File: src/hw/rdblk_pkg.sv
// Purpose: Shared constants for the read block cache sequencer
// Assumes: One system clock; a phase signal toggling every whole cycle outside idle is derived inside the sequencer
// Notes:   Encodings of request, acknowledge and bridge command lines are plain defaults
package rdblk_pkg;
	localparam logic [2:0] CREQ_IDLE      = 3'h0;
	localparam logic [2:0] CREQ_READ_BLK  = 3'h2;
	localparam logic [2:0] DACK_IDLE      = 3'h0;
	localparam logic [2:0] DACK_OK        = 3'h5;
	localparam logic [2:0] DACK_NONCACHE  = 3'h1;
	localparam logic [2:0] CACK_IDLE      = 3'h0;
	localparam logic [2:0] CACK_OK        = 3'h4;
	localparam logic [2:0] IO_BRIDGE_COMMAND_IDLE     = 3'h0;
	localparam logic [2:0] IO_BRIDGE_COMMAND_DACK_REQ = 3'h1;
	localparam logic [2:0] IO_BRIDGE_COMMAND_CACK_REQ = 3'h2;
	localparam int         ADR_HI         = 33;
	localparam int         ADR_LO         = 5;
	localparam int         WMASK_ISTREAM  = 2;
	localparam logic [1:0] SPACE_CACHE    = 2'h0;
	localparam logic [1:0] SPACE_NONCACHE = 2'h1;
	localparam logic [1:0] SPACE_IO       = 2'h2;
	localparam logic [33:0] IO_SPACE_BASE = 34'h200000000;
	localparam logic [33:0] NONCACHE_BASE = 34'h100000000;
endpackage : rdblk_pkg

File: src/hw/rdblk_seq.sv
// Purpose: Sequencer for processor read block transactions on the system bus
// Assumes: Fill data readiness and victim status come from same-clock logic;
//          the tag valid pin comes from the cache SRAMs and is synchronised here; tag dirty is not used
// Notes:   Phase two signal generated by a toggle each cycle, so high on alternate whole cycles; cleared while idle
// Notes on behaviour
// Idle: all cache controls off except early output enable, which stays on.
// Read request with early enable on asserts cache data and tag enables.
// Cycle two decodes address bits 33:5 into cacheable, noncacheable or I/O.
// Victim read: low then high latch enables give one-cycle address bit 4 pulse.
// After second victim octaword, early and data output enables drop.
// After victim read, drive new tag marked valid and clean.
// Wrapped read asserts address bit 4 first in cycle four.
// Instruction read with previously valid line raises data cache invalidate.
// Stall until fill ready, then drive, acknowledge OK, write tag and data.
// During first fill write, address bit 4 switches for the second octaword: high, or low if wrapped.
// Cycle six writes second octaword, acknowledges OK, then drops bit 4.
// Cycle acknowledge no earlier than cycle seven; controls return to idle.
// After completion, early enable returns next cycle if processor won bus.
// Clean or invalid tag discards cache data, same sequence as victim case.
// Noncacheable read drops early output enable in cycle two.
// Noncacheable read asserts tag output enable in cycle three.
// Noncacheable: one octaword acknowledged noncacheable, no invalidate, ack later.
// Cache disabled: as noncacheable but full hexaword acknowledged OK.
// I/O read drops early enable and asserts tag output enable in cycle two.
// Bridge loads read buffer; only final transfer requests data acknowledge.
// Bridge ack request gives noncacheable data ack; next request ends cycle.
// Ignore-tag set: fill from memory as clean block regardless of tag.
`timescale 1ns/10ps
module rdblk_seq (
	input  wire logic        i_core_clk,
	input  wire logic        i_rst_n,
	input  wire logic [2:0]  i_cpu_cycle_request,
	input  wire logic [33:0] i_system_address,
	input  wire logic [7:0]  i_cpu_write_mask,
	input  wire logic        i_wrapped_read,
	input  wire logic        i_tag_valid,
	input  wire logic        i_tag_dirty,
	input  wire logic        i_cache_enable,
	input  wire logic        i_ignore_tag_control,
	input  wire logic        i_fill_ready,
	input  wire logic        i_cpu_won_arb,
	input  wire logic [2:0]  i_io_bridge_command,
	output logic             o_early_cache_output_enable,
	output logic             o_cache_data_output_enable,
	output logic             o_cache_tag_output_enable,
	output logic             o_tag_output_enable_ctl,
	output logic             o_cache_data_out_enable_ctl,
	output logic             o_low_addr_latch_enable,
	output logic             o_high_addr_latch_enable,
	output logic             o_cache_data_address4,
	output logic             o_tag_write_strobe,
	output logic             o_tag_control_write_enable,
	output logic             o_tag_address_write_enable,
	output logic             o_cache_data_write_enable_ctl,
	output logic             o_cache_data_write_enable,
	output logic             o_new_tag_valid,
	output logic             o_new_tag_dirty,
	output logic             o_drive_system_data,
	output logic             o_dcache_invalidate_request,
	output logic [2:0]       o_data_read_acknowledge,
	output logic [2:0]       o_cycle_acknowledge,
	output logic             o_phase_two_falling_edge
);
	typedef enum logic [3:0] {
		ST_IDLE, ST_DECODE, ST_VIC2, ST_VIC3, ST_FILLWAIT, ST_FILL2, ST_CACK,
		ST_NC_TAG, ST_NC_DATA, ST_NC_DATA2, ST_IO_WAIT, ST_IO_CACK, ST_TURN
	} seq_state_type;

	typedef struct packed {
		seq_state_type st;
		logic [1:0]    space;
		logic          was_valid;
		logic          istream;
		logic          wrap;
		logic          hexa;
		logic          phase;
		logic          sync0;
		logic          sync1;
		logic          early_oe;
		logic          data_oe_ctl;
		logic          tag_oe_ctl;
		logic          ale_lo;
		logic          ale_hi;
		logic          a4;
		logic          tag_we;
		logic          data_we;
		logic          new_valid;
		logic          drive;
		logic          inv;
		logic [2:0]    dack;
		logic [2:0]    cack;
	} seq_type;

	seq_type s_r;
	seq_type s_nxt;

	function automatic logic [1:0] classify(input logic [33:0] adr);
		logic [28:0] blk;
		blk = adr[rdblk_pkg::ADR_HI:rdblk_pkg::ADR_LO];
		if (blk >= rdblk_pkg::IO_SPACE_BASE[rdblk_pkg::ADR_HI:rdblk_pkg::ADR_LO])
			return rdblk_pkg::SPACE_IO;
		else if (blk >= rdblk_pkg::NONCACHE_BASE[rdblk_pkg::ADR_HI:rdblk_pkg::ADR_LO])
			return rdblk_pkg::SPACE_NONCACHE;
		return rdblk_pkg::SPACE_CACHE;
	endfunction : classify

	always_comb begin
		s_nxt = s_r;
		s_nxt.sync0 = i_tag_valid;
		s_nxt.sync1 = s_r.sync0;
		s_nxt.phase = ~s_r.phase;
		s_nxt.dack = rdblk_pkg::DACK_IDLE;
		s_nxt.cack = rdblk_pkg::CACK_IDLE;
		s_nxt.tag_we = 1'b0;
		s_nxt.data_we = 1'b0;
		s_nxt.inv = 1'b0;
		s_nxt.ale_lo = 1'b0;
		s_nxt.ale_hi = 1'b0;
		case (s_r.st)
			ST_IDLE: begin
				s_nxt.early_oe = 1'b1;
				s_nxt.phase = 1'b0;
				if (i_cpu_cycle_request == rdblk_pkg::CREQ_READ_BLK) begin
					s_nxt.st = ST_DECODE;
					s_nxt.istream = ~i_cpu_write_mask[rdblk_pkg::WMASK_ISTREAM];
					s_nxt.wrap = i_wrapped_read;
				end
			end
			ST_DECODE: begin
				s_nxt.space = classify(i_system_address);
				s_nxt.was_valid = s_r.sync1 & ~i_ignore_tag_control;
				if (classify(i_system_address) == rdblk_pkg::SPACE_IO) begin
					s_nxt.early_oe = 1'b0;
					s_nxt.tag_oe_ctl = 1'b1;
					s_nxt.st = ST_IO_WAIT;
				end else if (classify(i_system_address) == rdblk_pkg::SPACE_NONCACHE
						|| !i_cache_enable) begin
					s_nxt.early_oe = 1'b0;
					s_nxt.hexa = i_cache_enable ? 1'b0 : 1'b1;
					s_nxt.st = ST_NC_TAG;
				end else begin
					// Clean or invalid victim data is simply ignored
					s_nxt.ale_lo = 1'b1;
					s_nxt.data_oe_ctl = 1'b1;
					s_nxt.st = ST_VIC2;
				end
			end
			ST_VIC2: begin
				s_nxt.ale_hi = 1'b1;
				s_nxt.early_oe = 1'b0;
				s_nxt.data_oe_ctl = 1'b0;
				s_nxt.st = ST_VIC3;
			end
			ST_VIC3: begin
				s_nxt.new_valid = 1'b1;
				s_nxt.a4 = s_r.wrap;
				s_nxt.inv = s_r.istream & s_r.was_valid;
				s_nxt.st = ST_FILLWAIT;
			end
			ST_FILLWAIT: begin
				if (i_fill_ready) begin
					s_nxt.drive = 1'b1;
					s_nxt.dack = rdblk_pkg::DACK_OK;
					s_nxt.tag_we = 1'b1;
					s_nxt.data_we = 1'b1;
					s_nxt.a4 = ~s_r.wrap;
					s_nxt.st = ST_FILL2;
				end
			end
			ST_FILL2: begin
				s_nxt.data_we = 1'b1;
				s_nxt.dack = rdblk_pkg::DACK_OK;
				s_nxt.st = ST_CACK;
			end
			ST_CACK: begin
				s_nxt.a4 = 1'b0;
				s_nxt.cack = rdblk_pkg::CACK_OK;
				s_nxt.drive = 1'b0;
				s_nxt.new_valid = 1'b0;
				s_nxt.tag_oe_ctl = 1'b0;
				s_nxt.st = ST_TURN;
			end
			ST_NC_TAG: begin
				s_nxt.tag_oe_ctl = 1'b1;
				s_nxt.st = ST_NC_DATA;
			end
			ST_NC_DATA: begin
				if (i_fill_ready) begin
					s_nxt.drive = 1'b1;
					s_nxt.dack = s_r.hexa ? rdblk_pkg::DACK_OK
						: rdblk_pkg::DACK_NONCACHE;
					s_nxt.st = s_r.hexa ? ST_NC_DATA2 : ST_CACK;
				end
			end
			ST_NC_DATA2: begin
				s_nxt.dack = rdblk_pkg::DACK_OK;
				s_nxt.st = ST_CACK;
			end
			ST_IO_WAIT: begin
				if (i_io_bridge_command == rdblk_pkg::IO_BRIDGE_COMMAND_DACK_REQ) begin
					s_nxt.drive = 1'b1;
					s_nxt.dack = rdblk_pkg::DACK_NONCACHE;
					s_nxt.st = ST_IO_CACK;
				end
			end
			ST_IO_CACK: begin
				if (i_io_bridge_command == rdblk_pkg::IO_BRIDGE_COMMAND_CACK_REQ) begin
					s_nxt.drive = 1'b0;
					s_nxt.cack = rdblk_pkg::CACK_OK;
					s_nxt.tag_oe_ctl = 1'b0;
					s_nxt.st = ST_TURN;
				end
			end
			ST_TURN: begin
				// Bus turnaround: held here for as long as the bridge wins, until the processor wins arbitration
				if (i_cpu_won_arb) begin
					s_nxt.early_oe = 1'b1;
					s_nxt.st = ST_IDLE;
				end
			end
			default: begin
				s_nxt.st = ST_IDLE;
			end
		endcase
	end

	always_ff @(posedge i_core_clk or negedge i_rst_n) begin
		if (!i_rst_n) begin
			s_r <= '0;
			s_r.st <= ST_IDLE;
			s_r.early_oe <= 1'b1;
		end else begin
			s_r <= s_nxt;
		end
	end

	assign o_early_cache_output_enable   = s_r.early_oe;
	assign o_cache_data_output_enable    = s_r.early_oe | s_r.data_oe_ctl;
	assign o_cache_tag_output_enable     = s_r.early_oe | s_r.tag_oe_ctl;
	assign o_tag_output_enable_ctl       = s_r.tag_oe_ctl;
	assign o_cache_data_out_enable_ctl   = s_r.data_oe_ctl;
	assign o_low_addr_latch_enable       = s_r.ale_lo;
	assign o_high_addr_latch_enable      = s_r.ale_hi;
	assign o_cache_data_address4         = s_r.a4 | s_r.ale_hi;
	assign o_tag_write_strobe            = s_r.tag_we;
	assign o_tag_control_write_enable    = s_r.tag_we;
	assign o_tag_address_write_enable    = s_r.tag_we;
	assign o_cache_data_write_enable_ctl = s_r.data_we;
	assign o_cache_data_write_enable     = s_r.data_we;
	assign o_new_tag_valid               = s_r.new_valid;
	assign o_new_tag_dirty               = 1'b0;
	assign o_drive_system_data           = s_r.drive;
	assign o_dcache_invalidate_request   = s_r.inv;
	assign o_data_read_acknowledge       = s_r.dack;
	assign o_cycle_acknowledge           = s_r.cack;
	assign o_phase_two_falling_edge      = s_r.phase;
endmodule : rdblk_seq

File: config.mk
export PLATFORM = sky130hd
export DESIGN_NAME = rdblk_seq
export DESIGN_NICKNAME = d
export VERILOG_FILES = /design/src/hw/rdblk_pkg.sv /design/src/hw/rdblk_seq.sv
export SDC_FILE = /design/constraint.sdc
export NUM_CORES = 1
export LEC_CHECK = 0
export BUFFER_PORTS_ARGS = -buffer_cell sky130_fd_sc_hd__clkbuf_2
export CAP_MARGIN = 20
export CORE_MARGIN = 3
export CORE_UTILIZATION = 35
export CTS_CLUSTER_SIZE = 8
export DETAILED_ROUTE_END_ITERATION = 6
export PLACE_DENSITY_LB_ADDON = 0.2
export SLEW_MARGIN = 20
export SYNTH_ARGS = -nofsm -noshare
export SYNTH_HDL_FRONTEND = slang
export SYNTH_SLANG_ARGS = --single-unit
File: constraint.sdc
create_clock -name i_core_clk -period 1.5 [get_ports i_core_clk]
set_input_delay 0.075 -clock i_core_clk [delete_from_list [all_inputs] [get_ports i_core_clk]]
set_output_delay 0.075 -clock i_core_clk [all_outputs]
set_load 0.01 [all_outputs]
* Word-level counts from Yosys, hierarchy flattened
Cells that the tools add are included.
Storage, ports and cells: register bits 28, output and inout port bits 24
Cells by class: magnitude comparators 2, equal/unequal tests 28, muxes and demuxes 54, bitwise operators 10, reductions and logical operators 19
Operators by type and width (number):
- 4-bit one-hot mux with 12 select lines | 1
- 4-bit 2-to-1 mux | 8
- 29-bit by 28-bit greater-or-equal comparator with 1-bit output (second input constant) | 1
- 29-bit greater-or-equal comparator (second input constant) | 1
- 1-bit 2-to-1 mux | 23
- 4-bit equality test (second input constant) | 5
- 3-bit 2-to-1 mux | 6
- 2-bit != test (second input constant) | 9
- 4-bit by 3-bit equality test with 1-bit output (second input constant) | 4
- 2-bit 2-to-1 mux | 7
- 1-bit one-hot mux with 4 select lines | 3
- 3-bit one-hot mux with 4 select lines | 1
- 3-bit AND reduction | 4
- 4-bit nonzero test | 3
- 4-bit by 2-bit equality test with 1-bit output (second input constant) | 2
- 3-bit by 2-bit equality test with 1-bit output (second input constant) | 2
- 1-bit one-hot mux with 2 select lines | 3
- 3-bit one-hot mux with 2 select lines | 1
- 6-bit AND reduction | 1
- 1-bit NOT | 5
- 4-bit by 1-bit equality test with 1-bit output (second input constant) | 1
- 4-bit zero test | 1
- 2-bit AND reduction | 2
- 4-bit AND reduction | 1
- other kinds (13) | 18

* Longest topological paths before layout
depth in word-level cells 17, gate-level depth with buffers 6, mapped depth without buffers 4

* Worst setup path before layout
No wires, ideal clock.
path type register to register, start register s_r[29] in the netlist's numbering, end register s_r[28] in the netlist's numbering, setup time 0.125 ns, data arrival time 1.450 ns, slack -0.075 ns, cell stages (with the launch flop) 5, buffers on the path 0, clock period less this slack 1.575 ns, cells stage by stage dfrtp_1 > or4b_1 > a22oi_2 > o32ai_2 > mux2_4
On the way: word-level cells in the longest chain between the ends 3
RTL lines:
- from (decl) | RTL line rdblk_seq.sv:94 | seq_type s_r;
- from (signal assigned) | RTL line rdblk_seq.sv:233 | s_r <= s_nxt;
- 4-bit by 3-bit equality test with 1-bit output (tied with other cells) | RTL line rdblk_seq.sv:119 | case (s_r.st)
- 2-bit OR reduction (no line) or 2-bit != test (tied branches)
- 4-bit one-hot mux with 12 select lines or 6-bit AND reduction (tied branches)
Parallel ways exist; a longest one is shown, timed or not. A chain may end at the register's enable or synchronous reset.

* Worst setup path after layout
Same ends and word-level chain as after synthesis.

==> key figures <==
Drt
  • DR WL/cell: 13.4 um
  • Final ANT Viol Nets: 0
  • 1st-iter DRT viols: 49
  • DRC viols: 0
  • First drt pass iteration count: 4
  • DR vias: 1238
  • Vias per cell: 5.07
  • Drt total wl: 3.27 mm

Floorplanning
  • I/O pin total: a little over 80
  • Std cell rows: 22
  • Die extent in x: between 60 and 70 um
  • Core Box Area: around 3700 um2
  • Die Y: slightly below 70 um
  • Initial core utilization: 36.7%
  • Die Area: 4690 um2

Clock network
  • Root Buffer: clkbuf_8
  • Total CTS buffers: 3
  • CTS HTree Levels: 1
  • Clock Pin Slew Worst Setup and Hold Paths: 0.09 ns
  • TritonCTS clock tree: done
  • Worst skew pair latency: 0.27 ns
  • CTS sink cnt: 25
  • CTS max path bufs: 2

Critical path
  • Setup crit start kind: register
  • Cell family with most CP delay: simple AND/OR/NAND/NOR gates
  • Critical Path Max Stage Delay: 0.48 ns
  • RR Startpoint: s_r[29]
  • Critical-path cell with the highest stage delay: or4b_1
  • Buf/Inv on CP: 0
  • Worst Path Arrival: 1.77 ns
  • Critical path origin: s_r[29]
  • Worst path cell trace: or4b_1 > a22oi_2 > o32ai_2 > mux2_4
  • Critical path type: register to register
  • CP Max Fanout: 2
  • Critical path required time: around 1.7 ns
  • Crit. End Element: register

STA
  • Setup TNS: -0.251 ns
  • Final min period: 1.62 ns
  • Worst Skew: 0.00723 ns
  • Setup Viol. Count Final: 4
  • Worst slew margin: 58.5%
  • RSZ-0062 raised after global routing: yes
  • Final Cycle Share: 108%
  • Max frequency: 0.619 GHz
  • Worst setup margin: -0.117 ns
  • Tightest Pin Transition: 0.623 ns
  • Count of final max-slew check failures: 0
  • Hold Vio Cnt, Final: 0

Hold path
  • Hold Crit Class: input pin to register
  • Hold Startpoint: i_wrapped_read

GRT
  • Largest net degree at the start of global routing: 26
  • Global-route usage over all layers: 14.6%
  • Vias in the first global route: 1101
  • GRT overflow: 0
  • Initial antenna violation count: 0
  • First-pass GRT wire length: 5.11 mm

Power and ir drop
  • Internal power: 2.13 mW
  • Reg power frac: 31.6%
  • Gate power share: 57.0%
  • Switching part of the total: 39.9%
  • Worst VDD drop: 652 uV
  • Net Sw Power: 1.41 mW
  • Total power: about 3.5 mW
  • Static leakage: 0.872 nW
  • Pwr Density: between 1500 and 2000 nW/um2
  • Clock Power Share: 11.4%

Finish
  • Antenna cells: 0
  • Final Cell Area: 1830 um2
  • NumNets Final: 254
  • Area Growth Syn to Fin: 33.9%
  • Finished Layout Cells: 244
  • Multi-input logic area: 651 um2
  • Layout cells sized above 1: 41.3%
  • Register Area: 627 um2
  • FILL cells: 372

Synthesis
  • Area contributors post-synth: dfrtp_1 44%, buf_4 5.5%, a21oi_1 3.3%, o21ai_0 2.6%, inv_1 2.2%
  • Leading cell type by number of instances after synthesis: dfrtp_1
  • Synth Warn #: 0
  • Post-synthesis instance total: approximately 140
  • Asr flop ratio synth: 100%
  • EDFF count, synth: 0
  • Syn_area_per_cell: 9.61 um2
  • Synth area leader: dfrtp_1
  • Primary FF master, synth: dfrtp_1
  • Synthesized cell area: 1370 um2
  • #FFs+latches synth: 25
  • Seq/Total Area, Yosys: 45.9%
  • Top cell type's share of synthesized area: 44.0%
  • Post-synthesis cell type count: 46
  • Post-synth top cells: 24 x dfrtp_1, 10 x buf_4, 9 x a21oi_1, 8 x inv_1, 8 x nor2_1

Outcome
  • Failing checks: setup timing
  • Status: finished, violations left

Job
  • Max Cap Viol: 0

Placement
  • Post-DP HPWL: 2.52 mm
  • Worst slack, placed: -0.133 ns
  • Area post-placement: roughly 1700 um2
  • Post-placement cell count: 235
  • RD Place Congestion: ~0.86
  • # port buffers: 36
## registers in the layout (all words and copies together) (netlist names)
| name | count |
|---|---|
| o_tag_output_enable_ctl | 1 |
| o_low_addr_latch_enable | 1 |
| o_cache_data_out_enable_ctl | 1 |
| o_phase_two_falling_edge | 1 |
| o_cycle_acknowledge | 1 |
| o_drive_system_data | 1 |
| o_data_read_acknowledge | 2 |
| s_nxt | 1 |
| o_new_tag_valid | 1 |
| s_r | 10 |
| o_dcache_invalidate_request | 1 |
| o_high_addr_latch_enable | 1 |
| o_tag_address_write_enable | 1 |
| o_cache_data_write_enable | 1 |
| o_early_cache_output_enable | 1 |
## final timing paths
check,end,cells after the start,slack [ns]
max,s_r[28],4,-0.12
min,s_r[21],2,0.02
max reg2reg,s_r[28],4,-0.12
min reg2reg,s_r[17],0,0.36
max in group asynchronous,s_r[26],2,0.75
min in group asynchronous,o_cache_data_out_enable_ctl,2,0.34
## cell families (layout without fill, tap and decap cells)
| logic type | Yosys count | after routing | share of synthesized area, % |
|---|---|---|---|
| other | 1 | 4 | 0.275 |
| multiplexers | 4 | 4 | 3.39 |
| AO/OA/AOI/OAI | 43 | 43 | 21.4 |
| flip-flops | 25 | 25 | 45.9 |
| buffers and inverters | 26 | 77 | 10.4 |
| AND/OR/NAND/NOR | 43 | 43 | 18.6 |
## routing by layer
metal,global-route usage (%),vias to the layer above,share of wire [%]
met5,0,-,0
met4,5.21,0,0.58
met3,2.46,2,4.0
met2,23.6,35,50
met1,19.6,591,45
li1,-,610,-
## cells in the final DEF (no fill, tap or decap), types with 2 or more instances in the layout
master / count
nand2b_1: 4
dfrtp_1: 24
nand2_1: 6
inv_1: 8
a31oi_1: 2
o21ai_0: 7
o32ai_2: 2
nor3_1: 4
clkbuf_2: 36
o21ai_1: 4
dlygate4sd3_1: 4
or2_2: 3
nor2_1: 7
and3_1: 2
buf_4: 24
nand3b_1: 2
nor3b_1: 3
o22ai_1: 3
mux2i_1: 2
a21oi_1: 9
nand3_1: 2
o21a_1: 2
clkbuf_8: 3
conb_1: 4
or4b_1: 2
## worst reg2reg max path: cells and delay by family, from the launching register on
family / cells / cell delay (ns)
compound gates: 2 / 0.31
flops: 1 / 0.41
simple gates: 1 / 0.48
mux: 1 / 0.31
## layout make-up
type                       count  share of cell area, %
clock buffer                   3                   2.26
clock inverter                 1                  0.411
inverter                       8                   1.64
multi-input combinational     94                   35.6
sequential                    25                   34.3
tap                           48                   3.29
timing repair buffer          65                   22.5
## per-stage QoR
step | utilization [%] | hold WS [ns]
floorplan | - | -0.221
detailed placement | 45.4 | 0.127
finish | 49.2 | 0.0188
global placement | 45.4 | 0.116
global route | 49.2 | 0.0243
CTS | 47.8 | 0.00893
## power groups by stage
stage	clock (mW)	combinational (mW)	sequential [mW]
2_1_floorplan	0	1.19	1.12
3_3_place_gp	0	1.91	1.11
3_5_place_dp	0	1.91	1.13
4_1_cts	0.427	1.94	1.11
5_1_grt	0.451	2.25	1.17
6_report	0.403	2.02	1.12
## what timing repair did
action | in CTS | in global routing
buffers inserted | 0 | 1
endpoints found under the setup margin | 6 | 15
pin swaps | 3 | 3
hold endpoints to repair | 27 | 0
gates resized for setup | 1 | 8
hold buffers | 4 | 0
Note: power is estimated with default switching activity, not from simulation.
